[src/hdl/spi_sram_map.vh]
// Purpose: constants of the serial sram command engine
// Assumes: included by bare name from the design files
// Notes: opcodes, widths, reset values and checksum figures live here
`ifndef SPI_SRAM_MAP_VH
`define SPI_SRAM_MAP_VH

// opcodes
`define OP_WRITE_EN 8'h06
`define OP_READ 8'h03
`define OP_WRITE 8'h02
`define OP_RD_LWA 8'h0A
`define OP_SEC_WR 8'h12
`define OP_SEC_RD 8'h13
`define OP_USR_WR 8'hC2
`define OP_USR_RD 8'hC3

// array geometry
`define ADDR_BITS 15
`define PAGE_BITS 6
`define SEC_LAST_IDX 6'h3F
`define SEC_CRC_HI 7'h40
`define SEC_CRC_LO 7'h41
`define SEC_FRAME_END 7'h42
`define BYTE_CNT_MAX 7'h7F

// checksum
`define CRC_PRESET 16'hFFFF
`define CRC_POLY 16'h1021

// reset values
`define LWA_RESET 15'h0000
`define USR_RESET 16'h0000
`define BYTE_RESET 8'h00

`endif

[src/hdl/spi_sram_secure_access.v]
// Purpose: spi slave command engine of a serial sram with checksum-protected block access
// Assumes: spi mode 0 pins sampled by i_clk, sck at most i_clk/8; array sits outside
// Notes:
`timescale 1ns/1ps
`include "spi_sram_map.vh"
module spi_sram_secure_access #(
   parameter ADDR_W = `ADDR_BITS,
   parameter PAGE_W = `PAGE_BITS
) (
   input wire i_clk,
   input wire i_rst,
   input wire i_cs_n,
   input wire i_sck,
   input wire i_si,
   output wire o_so,
   output wire o_so_oe,
   input wire i_page_rollover_bit,
   input wire i_transfer_busy_flag,
   input wire i_restore,
   input wire [ADDR_W-1:0] i_restore_last_write_addr,
   input wire [15:0] i_restore_user_space_value,
   output wire o_write_enable_latch,
   output wire o_secure_write_fail_flag,
   output wire [ADDR_W-1:0] o_last_write_addr_reg,
   output wire [15:0] o_user_space_value,
   output wire [ADDR_W-1:0] o_mem_rd_addr,
   input wire [7:0] i_mem_rd_data,
   output wire o_mem_wr_valid,
   output wire [ADDR_W-1:0] o_mem_wr_addr,
   output wire [7:0] o_mem_wr_data,
   input wire i_mem_wr_ready
);

   localparam ST_CMD = 2'd0;
   localparam ST_ADDR = 2'd1;
   localparam ST_DATA = 2'd2;
   localparam ST_SKIP = 2'd3;
   localparam [ADDR_W-1:0] ONE_A = {{(ADDR_W-1){1'b0}}, 1'b1};

   function [15:0] crc_bit;
      input [15:0] c;
      input b;
      begin
         crc_bit = {c[14:0], 1'b0} ^ ((c[15] ^ b) ? `CRC_POLY : 16'h0000);
      end
   endfunction

   function [15:0] crc_byte;
      input [15:0] c;
      input [7:0] d;
      integer k;
      begin
         crc_byte = c;
         for (k = 7; k >= 0; k = k - 1) begin
            crc_byte = crc_bit(crc_byte, d[k]);
         end
      end
   endfunction

   // starts from the preset; stuff bits above the array never enter
   function [15:0] crc_addr;
      input [ADDR_W-1:0] a;
      integer k;
      begin
         crc_addr = `CRC_PRESET;
         for (k = ADDR_W - 1; k >= 0; k = k - 1) begin
            crc_addr = crc_bit(crc_addr, a[k]);
         end
      end
   endfunction

   function [ADDR_W-1:0] next_addr;
      input [ADDR_W-1:0] a;
      input roll;
      reg [PAGE_W-1:0] lo;
      begin
         lo = a[PAGE_W-1:0] + ONE_A[PAGE_W-1:0];
         next_addr = roll ? a + ONE_A : {a[ADDR_W-1:PAGE_W], lo};
      end
   endfunction

   reg cs_s1, cs_s2, cs_s3;
   reg sck_s1, sck_s2, sck_s3;
   reg si_s1, si_s2;
   reg [1:0] st_q;
   reg [7:0] op_q;
   reg [2:0] bit_q;
   reg [6:0] byte_q;
   reg [7:0] sh_q;
   reg [7:0] tmp_q;
   reg [7:0] so_q;
   reg so_oe_q;
   reg [ADDR_W-1:0] addr_q;
   reg [ADDR_W-1:0] rd_addr_q;
   reg [15:0] crc_q;
   reg [15:0] rx_crc_q;
   reg write_enable_cmd_q;
   reg write_enable_latch_q;
   reg swf_q;
   reg [ADDR_W-1:0] lwa_q;
   reg [15:0] usr_q;
   reg pend_q;
   reg [ADDR_W-1:0] pend_addr_q;
   reg [7:0] pend_data_q;
   reg cmt_q;
   reg [5:0] cmt_idx_q;
   reg [ADDR_W-1:0] cmt_base_q;
   reg [7:0] sbuf_q [0:63];
   integer i;

   // levels come from the second stage; cs and sck edges compare the second and third stages
   wire sel = ~cs_s2;
   wire cs_rise = cs_s2 & ~cs_s3;
   wire sck_rise = sel & sck_s2 & ~sck_s3;
   wire sck_fall = sel & ~sck_s2 & sck_s3;
   wire [7:0] rx_byte = {sh_q[6:0], si_s2};
   wire byte_done = sck_rise & (bit_q == 3'h7);
   wire rd_op = (op_q == `OP_READ) | (op_q == `OP_RD_LWA) | (op_q == `OP_USR_RD) | (op_q == `OP_SEC_RD);
   wire [15:0] lwa_word = {{(16-ADDR_W){1'b0}}, lwa_q};
   wire [15:0] addr_word = {tmp_q, rx_byte};
   wire [6:0] byte_inc = (byte_q == `BYTE_CNT_MAX) ? byte_q : byte_q + 7'h01;

   // one write path: a pending spi byte beats the secure block walker
   wire push_valid = pend_q | cmt_q;
   wire [ADDR_W-1:0] push_addr = pend_q ? pend_addr_q : (cmt_base_q | {{(ADDR_W-6){1'b0}}, cmt_idx_q});
   wire [7:0] push_data = pend_q ? pend_data_q : sbuf_q[cmt_idx_q];
   wire push_ready;
   wire push_ok = push_valid & push_ready;

   assign o_so = so_q[7];
   assign o_so_oe = so_oe_q;
   assign o_write_enable_latch = write_enable_latch_q;
   assign o_secure_write_fail_flag = swf_q;
   assign o_last_write_addr_reg = lwa_q;
   assign o_user_space_value = usr_q;
   assign o_mem_rd_addr = rd_addr_q;

   wr_skid_buffer #(
      .WIDTH(ADDR_W + 8)
   ) u_wr_buf (
      .i_clk(i_clk),
      .i_rst(i_rst),
      .i_in_valid(push_valid),
      .o_in_ready(push_ready),
      .i_in_data({push_addr, push_data}),
      .o_out_valid(o_mem_wr_valid),
      .i_out_ready(i_mem_wr_ready),
      .o_out_data({o_mem_wr_addr, o_mem_wr_data})
   );

   always @(posedge i_clk or posedge i_rst) begin
      if (i_rst) begin
         cs_s1 <= 1'b1;
         cs_s2 <= 1'b1;
         cs_s3 <= 1'b1;
         sck_s1 <= 1'b0;
         sck_s2 <= 1'b0;
         sck_s3 <= 1'b0;
         si_s1 <= 1'b0;
         si_s2 <= 1'b0;
         st_q <= ST_CMD;
         op_q <= `BYTE_RESET;
         bit_q <= 3'h0;
         byte_q <= 7'h00;
         sh_q <= `BYTE_RESET;
         tmp_q <= `BYTE_RESET;
         so_q <= `BYTE_RESET;
         so_oe_q <= 1'b0;
         addr_q <= {ADDR_W{1'b0}};
         rd_addr_q <= {ADDR_W{1'b0}};
         crc_q <= `CRC_PRESET;
         rx_crc_q <= 16'h0000;
         write_enable_cmd_q <= 1'b0;
         write_enable_latch_q <= 1'b0;
         swf_q <= 1'b0;
         lwa_q <= `LWA_RESET;
         usr_q <= `USR_RESET;
         pend_q <= 1'b0;
         pend_addr_q <= {ADDR_W{1'b0}};
         pend_data_q <= `BYTE_RESET;
         cmt_q <= 1'b0;
         cmt_idx_q <= 6'h00;
         cmt_base_q <= {ADDR_W{1'b0}};
         for (i = 0; i < 64; i = i + 1) begin
            sbuf_q[i] <= `BYTE_RESET;
         end
      end else begin
         cs_s1 <= i_cs_n;
         cs_s2 <= cs_s1;
         cs_s3 <= cs_s2;
         sck_s1 <= i_sck;
         sck_s2 <= sck_s1;
         sck_s3 <= sck_s2;
         si_s1 <= i_si;
         si_s2 <= si_s1;

         // reload of the backed-up values; a commit in the same cycle wins
         if (i_restore) begin
            lwa_q <= i_restore_last_write_addr;
            usr_q <= i_restore_user_space_value;
         end
         if (push_ok) begin
            lwa_q <= push_addr;
            if (pend_q) begin
               pend_q <= 1'b0;
            end else begin
               cmt_idx_q <= cmt_idx_q + 6'h01;
               if (cmt_idx_q == `SEC_LAST_IDX) begin
                  cmt_q <= 1'b0;
               end
            end
         end

         if (cs_s2) begin
            st_q <= ST_CMD;
            bit_q <= 3'h0;
            byte_q <= 7'h00;
            so_oe_q <= 1'b0;
            op_q <= `BYTE_RESET;
         end

         if (cs_rise) begin
            write_enable_cmd_q <= 1'b0;
            if (write_enable_cmd_q) begin
               write_enable_latch_q <= 1'b1;
            end
            if ((op_q == `OP_WRITE) || (op_q == `OP_USR_WR)) begin
               write_enable_latch_q <= 1'b0;
            end
            if (op_q == `OP_SEC_WR) begin
               write_enable_latch_q <= 1'b0;
               if ((byte_q == `SEC_FRAME_END) && (rx_crc_q == crc_q)) begin
                  // a new block arriving before the walker ends would be torn
                  cmt_q <= 1'b1;
                  cmt_idx_q <= 6'h00;
                  cmt_base_q <= addr_q;
               end else begin
                  swf_q <= 1'b1;
               end
            end
         end

         if (sck_rise) begin
            sh_q <= rx_byte;
            bit_q <= bit_q + 3'h1;
            write_enable_cmd_q <= byte_done && (st_q == ST_CMD) && (rx_byte == `OP_WRITE_EN);
         end

         if (byte_done) begin
            case (st_q)
               ST_CMD: begin
                  op_q <= rx_byte;
                  byte_q <= 7'h00;
                  st_q <= ST_SKIP;
                  if (i_transfer_busy_flag) begin
                     op_q <= `BYTE_RESET;
                  end else if ((rx_byte == `OP_READ) || (rx_byte == `OP_SEC_RD)) begin
                     st_q <= ST_ADDR;
                  end else if ((rx_byte == `OP_RD_LWA) || (rx_byte == `OP_USR_RD)) begin
                     st_q <= ST_DATA;
                  end else if ((rx_byte == `OP_WRITE) || (rx_byte == `OP_SEC_WR) || (rx_byte == `OP_USR_WR)) begin
                     if (!write_enable_latch_q) begin
                        op_q <= `BYTE_RESET;
                     end else begin
                        st_q <= (rx_byte == `OP_USR_WR) ? ST_DATA : ST_ADDR;
                        if (rx_byte == `OP_SEC_WR) begin
                           swf_q <= 1'b0;
                        end
                     end
                  end
               end
               ST_ADDR: begin
                  tmp_q <= rx_byte;
                  byte_q <= byte_inc;
                  if (byte_q == 7'h01) begin
                     addr_q <= addr_word[ADDR_W-1:0];
                     rd_addr_q <= addr_word[ADDR_W-1:0];
                     crc_q <= crc_addr(addr_word[ADDR_W-1:0]);
                     byte_q <= 7'h00;
                     st_q <= ST_DATA;
                  end
               end
               ST_DATA: begin
                  if (op_q == `OP_WRITE) begin
                     pend_q <= 1'b1;
                     pend_addr_q <= addr_q;
                     pend_data_q <= rx_byte;
                     addr_q <= next_addr(addr_q, i_page_rollover_bit);
                  end else if (op_q == `OP_USR_WR) begin
                     tmp_q <= rx_byte;
                     byte_q <= byte_inc;
                     if (byte_q == 7'h01) begin
                        usr_q <= addr_word;
                        st_q <= ST_SKIP;
                     end
                  end else if (op_q == `OP_SEC_WR) begin
                     byte_q <= byte_inc;
                     if (byte_q < `SEC_CRC_HI) begin
                        sbuf_q[byte_q[5:0]] <= rx_byte;
                        crc_q <= crc_byte(crc_q, rx_byte);
                     end else if (byte_q == `SEC_CRC_HI) begin
                        rx_crc_q[15:8] <= rx_byte;
                     end else if (byte_q == `SEC_CRC_LO) begin
                        rx_crc_q[7:0] <= rx_byte;
                     end
                  end
                  // read commands leave serial input unused here
               end
               default: begin
                  // ST_SKIP drops incoming bits until chip select rises
               end
            endcase
         end

         if (sck_fall && (st_q == ST_DATA) && rd_op) begin
            if (bit_q == 3'h0) begin
               byte_q <= byte_inc;
               so_oe_q <= 1'b1;
               case (op_q)
                  `OP_READ: begin
                     so_q <= i_mem_rd_data;
                     rd_addr_q <= rd_addr_q + ONE_A;
                  end
                  `OP_RD_LWA: begin
                     so_q <= (byte_q == 7'h00) ? lwa_word[15:8] : lwa_word[7:0];
                     so_oe_q <= (byte_q < 7'h02);
                  end
                  `OP_USR_RD: begin
                     so_q <= (byte_q == 7'h00) ? usr_q[15:8] : usr_q[7:0];
                     so_oe_q <= (byte_q < 7'h02);
                  end
                  `OP_SEC_RD: begin
                     if (byte_q < `SEC_CRC_HI) begin
                        so_q <= i_mem_rd_data;
                        crc_q <= crc_byte(crc_q, i_mem_rd_data);
                        rd_addr_q <= rd_addr_q + ONE_A;
                     end else if (byte_q == `SEC_CRC_HI) begin
                        so_q <= crc_q[15:8];
                     end else begin
                        so_q <= crc_q[7:0];
                        so_oe_q <= (byte_q == `SEC_CRC_LO);
                     end
                  end
                  default: begin
                     so_oe_q <= 1'b0;
                  end
               endcase
            end else begin
               so_q <= {so_q[6:0], 1'b0};
            end
         end
      end
   end
endmodule // spi_sram_secure_access

[src/hdl/wr_skid_buffer.v]
// Purpose: two-entry buffer with valid/ready on both sides
// Assumes: single clock, asynchronous active-high reset
// Notes: output side comes straight from the head register
`timescale 1ns/1ps
module wr_skid_buffer #(
   parameter WIDTH = 23
) (
   input wire i_clk,
   input wire i_rst,
   input wire i_in_valid,
   output wire o_in_ready,
   input wire [WIDTH-1:0] i_in_data,
   output wire o_out_valid,
   input wire i_out_ready,
   output wire [WIDTH-1:0] o_out_data
);
   reg head_valid_q;
   reg tail_valid_q;
   reg [WIDTH-1:0] head_q;
   reg [WIDTH-1:0] tail_q;
   wire pop = head_valid_q & i_out_ready;
   wire push = i_in_valid & ~tail_valid_q;

   assign o_in_ready = ~tail_valid_q;
   assign o_out_valid = head_valid_q;
   assign o_out_data = head_q;

   always @(posedge i_clk or posedge i_rst) begin
      if (i_rst) begin
         head_valid_q <= 1'b0;
         tail_valid_q <= 1'b0;
         head_q <= {WIDTH{1'b0}};
         tail_q <= {WIDTH{1'b0}};
      end else if (pop && tail_valid_q) begin
         // no push possible here: ready is low while the tail is full
         head_q <= tail_q;
         tail_valid_q <= 1'b0;
      end else if (pop) begin
         if (push) begin
            head_q <= i_in_data;
         end else begin
            head_valid_q <= 1'b0;
         end
      end else if (push) begin
         if (!head_valid_q) begin
            head_q <= i_in_data;
            head_valid_q <= 1'b1;
         end else begin
            tail_q <= i_in_data;
            tail_valid_q <= 1'b1;
         end
      end
   end
endmodule // wr_skid_buffer

[config.mk]
export PLATFORM = sky130hd
export DESIGN_NAME = spi_sram_secure_access
export DESIGN_NICKNAME = d
export VERILOG_FILES = /design/src/hdl/spi_sram_secure_access.v /design/src/hdl/wr_skid_buffer.v
export VERILOG_INCLUDE_DIRS = /design/src /design/src/hdl
export SDC_FILE = /design/constraint.sdc
export NUM_CORES = 2
export LEC_CHECK = 0
export BUFFER_PORTS_ARGS = -buffer_cell sky130_fd_sc_hd__buf_2
export CORE_MARGIN = 4
export CORE_UTILIZATION = 55
export CTS_BUF_LIST = sky130_fd_sc_hd__clkbuf_8
export CTS_CLUSTER_DIAMETER = 30
export DETAILED_ROUTE_END_ITERATION = 8
export PLACE_DENSITY = 0.87
export SYNTH_ARGS = -nofsm -noshare
export SYNTH_HDL_FRONTEND = slang
export SYNTH_HIERARCHICAL = 1
export SYNTH_SLANG_ARGS = --single-unit
[constraint.sdc]
create_clock -name i_clk -period 25.8 [get_ports i_clk]
set_input_delay 7.74 -clock i_clk [delete_from_list [all_inputs] [get_ports i_clk]]
set_output_delay 7.74 -clock i_clk [all_outputs]
set_load 0.01 [all_outputs]
* Word level (Yosys, flattened, before mapping)
Index checks and enable logic that the tools add are counted.
W data, S select, Z words.
** Word-level totals
- Output and inout port bits :: 74
- Register bits :: 754
- Bits of input ports :: 48
** Operators by class
- $add $sub $neg :: 6
- Eq/ne operators :: 34
- Multiplexer cells :: 160
- $lt $le $gt $ge :: 5
- Reductions and logical operators :: 38
- Bitwise logic cells :: 87
** Operator list (number)
- $bwmux W512 :: 1
- $xor A16 B13 Y16 :: 30
- $mux W13 :: 31
- $mux W16 :: 16
- $mux W15 :: 12
- $mux W8 :: 19
- $mux W23 :: 5
- $mux W7 :: 9
- $pmux W15 S2 :: 2
- $bmux W8 S6 :: 1
- $demux W8 S6 :: 1
- $mux W1 :: 38
- $eq A8 B2 Y1 const B :: 4
- $eq A8 B5 Y1 const B :: 4
- $eq A8 B8 Y1 const B :: 4
- $pmux W16 S2 :: 1
- $pmux W8 S4 :: 1
- $add A15 B1 Y15 const B :: 2
- $mux W6 :: 5
- $xor A1 B1 Y1 :: 30
- $eq A7 B7 Y1 const B :: 4
- $mux W2 :: 12
- $pmux W7 S3 :: 1
- $eq A16 B16 Y1 :: 1
- other kinds (42) :: 96

* Logic depth before layout (Yosys ltp)
- Depth after elaboration :: 51
- Depth in mapped cells :: 11

* Modules after synthesis
Netlist, hierarchy kept.
** By module, submodules not included
- spi_sram_secure_access :: area each 34489.3 um^2, times used 1, cells an instance 2627, seq. area each 17690.7 um^2
- wr_skid_buffer :: area each 2117.0 um^2, times used 1, cells an instance 139, seq. area each 1201.2 um^2

* Worst setup path before layout
No wires, ideal clock.
- Path kind :: input to register
- From :: input port i_page_rollover_bit
- To :: register addr_q[14]
- Stages on the path :: 6
- Arrival :: 8.679 ns
- Data required time :: 25.680 ns
- Setup time :: 0.120 ns
- Path slack :: 17.001 ns
- Cell sequence :: nand2_1 > o21ai_0 > nand3_1 > clkbuf_1 > o21ai_0 > nand2_1
** Between the ends
- Longest elaborated chain between the ends :: 2
** Ends and longest elaborated chain
- from (decl) :: RTL line spi_sram_secure_access.v:17 : input wire i_page_rollover_bit,
- $ne A2 B2 Y1 (no line)
- $reduce_and A5 Y1 (no line)
- to (signal assigned) :: RTL line spi_sram_secure_access.v:169 : addr_q <= {ADDR_W{1'b0}};
- to (signal assigned) :: RTL line spi_sram_secure_access.v:276 : addr_q <= addr_word[ADDR_W-1:0];
- to (signal assigned) :: RTL line spi_sram_secure_access.v:288 : addr_q <= next_addr(addr_q, i_page_rollover_bit);
- to (decl) :: RTL line spi_sram_secure_access.v:93 : reg [ADDR_W-1:0] addr_q;
No other way between the ends.
A chain may end at the register's enable or synchronous reset.

==> results.md <==
* Status: finished clean
* Number of enable flip-flop cells after synthesis at 0
* Final ANT Viol Nets at 0
* Share of cells above drive strength 1 at between 40% and 50%
* Most common cell in the netlist: dfrtp_1
* Clk slew on worst S/H paths at approximately 60 ps
* Post-synthesis sequential area ratio at between 50% and 60%
* Synth warn at 6
* Post-synthesis register bit count at around 750
* Worst-Skew Late Latency at 810 ps
* Clk buf depth at 3
* Synth Area per Inst at 13.2 um^2
* CTS Sinks at around 750
* Leak at 19.0 nW
* Hold Path Class: flop to flop
* Predominant post-synthesis flop cell: dfrtp_1
* Critical Path AT at roughly 11000 ps
* R2R cell count at 8
* CP startpoint kind: input port
* Worst setup path end: sbuf_q[414]
* Fin Hold WS at around 340 ps
* CTS Buf Count at 139
* Peak supply drop at around 0.037 mV
* Register area at 18900 um^2
* FF-to-FF End: u_wr_buf/o_out_data[5]
* Die X at 266 um
* Post-synth top area cell: dfrtp_1
* Final wirelength at 93900 um
* Setup TNS at 0 ps
* Port Buffers at 121
* Crit-path max FO at between 150 and 200
* Initial antenna violation count at 1
* FFs w/ async S/R, synth at 100%
* Area taken by multi-input logic gates at between 15000 and 20000 um^2
* First DRT Iteration DRCs at between 2000 and 3000
* Synth area leaders: dfrtp_1 (50%), mux2_2 (18%), mux4_2 (7.6%)
* Critical path launch point: i_rst
* Largest net degree at the start of global routing at about 200
* Vias in the first global route at 25800
* Max-Cap Viols at 0
* Final hold vios at 0
* Buffer count from post-CTS setup fixing at 0
* Clk_skew at 47.1 ps
* Synth top cells by count: dfrtp_1 (735), mux2_2 (586), clkbuf_1 (176)
* Syn nets at 2828
* Filler cells at 4680
* Die ar. at 70700 um^2
* Core area at around 66000 um^2
* I/O Pins at 122
* Relative slew slack at 9.73%
* Crit end category: asynchronous set/reset pin
* Final GP Congestion at 0.945
* FP Rows at 94
* Post-Synthesis Cells at 2766
* Period minus WS final at 10370 ps
* Max Slew Vio Count at 0
* Via density at ~6.4
* Cell area after synthesis at ~37000 um^2
* Top reg by flops: sbuf_q
* Die height at 266 um
* H-tree Lvls at 4
* Post_cts resized at 0
* Post-DP HPWL at approximately 60000 um
* Post-Place Worst Slack at 14520 ps
* Worst slew pin tran at ~1400 ps
* R2R Setup Slk at about 21000 ps
* Via count at 24500
* Setup ws final at 15430 ps
* Cts hold-fix bufs at 0
* Final setup fails at 0
* CTS root buf: clkbuf_8
* FF-to-FF Start: cmt_idx_q[2]
* RSZ-0062 raised after global routing: false
* Critical Path RT at 26540 ps
* First-pass GRT wire length at 147000 um
* Global route overflow at 0
* Starting Density at 55.6%
* 1st-pass router iterations at 6
* Number of flip-flops under the largest register name at 512
* Peak Freq at 96.5 MHz
* Tcrit/Tclk final at 40.2%
* Drt wl/cell at approximately 25 um
* Critical path class: input port to asynchronous set/reset pin
* Total Nets Final at roughly 2900
* Area share of the largest cell type after synthesis at 50.2%
* Total GRT Usage at 26.5%
* Distinct cells, synth at 84
* PwrDens at 66.3 nW/um^2
* Layout Area Growth over Synthesis at 11.0%
* CTS tree: yes
* DRC viols at 0
[area by class of cell]
cell class	instances	area share, %
Antenna cell	2	0.0123
Clock buffer	164	5.55
Clock inverter	83	1.71
Inverter	26	0.249
Multi-Input combinational cell	1765	41.2
Sequential cell	754	46.5
Tap cell	864	2.66
Timing Repair Buffer	149	2.10
[placed cells by master (no fill, tap or decap), drive strengths merged, types with 72 or more instances in the layout]
master / n
nor2: 119
xnor2: 73
nand2: 126
mux2: 614
buf: 149
o21ai: 96
dfrtp: 735
mux2i: 79
mux4: 123
clkbuf: 164
a21oi: 72
[layer usage]
layer	up-vias	global-route usage (%)	wire, um
met5	-	0	0
met4	0	12.1	4030
met2	1323	42.0	45000
li1	10300	-	-
met3	279	6.45	8120
met1	12600	34.9	36800
[critical path: stages]
cell and delay (ps):
buf_2 130, clkinvlp_4 380, buf_4 820, buf_12 730, buf_4 950
[where the power goes]
part / leakage, nW / switching, mW / internal [mW]
Clock: 1.61 / 0.515 / 0.683
Combinational: 7.13 / 0.168 / 0.0725
Sequential: 10.3 / 0.0548 / 1.20
[metrics by stage]
step,cell area [um^2],total power [mW],utilization (%),cells
3_3_place_gp,37700,1.49,57.2,3558
6_report,40600,2.69,61.7,3807
2_1_floorplan,36600,1.42,-,2766
3_5_place_dp,37700,1.51,57.2,3558
5_1_grt,40600,2.79,61.7,3807
4_1_cts,40600,2.70,61.7,3805
[kinds of logic (layout without fill, tap and decap cells)]
| logic type | count (synthesis) | in the layout | share of synthesized area [%] |
|---|---|---|---|
| compound gates | 368 | 368 | 6.79 |
| simple gates | 469 | 469 | 7.14 |
| fa+ha+maj | 14 | 14 | 0.479 |
| other cells | 0 | 2 | 0 |
| flops | 754 | 754 | 51.6 |
| xor+xnor | 98 | 98 | 2.46 |
| mux | 816 | 816 | 28.8 |
| buf+inv | 247 | 422 | 2.69 |
[worst min-delay path by stage]
stage | start | to | slack, ps | depth (start not counted)
2_1_floorplan | sck_s1 | sck_s2 | 330 | 0
3_3_place_gp | si_s1 | si_s2 | 340 | 0
3_5_place_dp | sck_s1 | sck_s2 | 350 | 0
4_1_cts | cs_s1 | cs_s2 | 340 | 0
5_1_grt | cs_s1 | cs_s2 | 340 | 0
6_report | cs_s1 | cs_s2 | 340 | 0
Note: power is estimated with default switching activity, not from simulation.
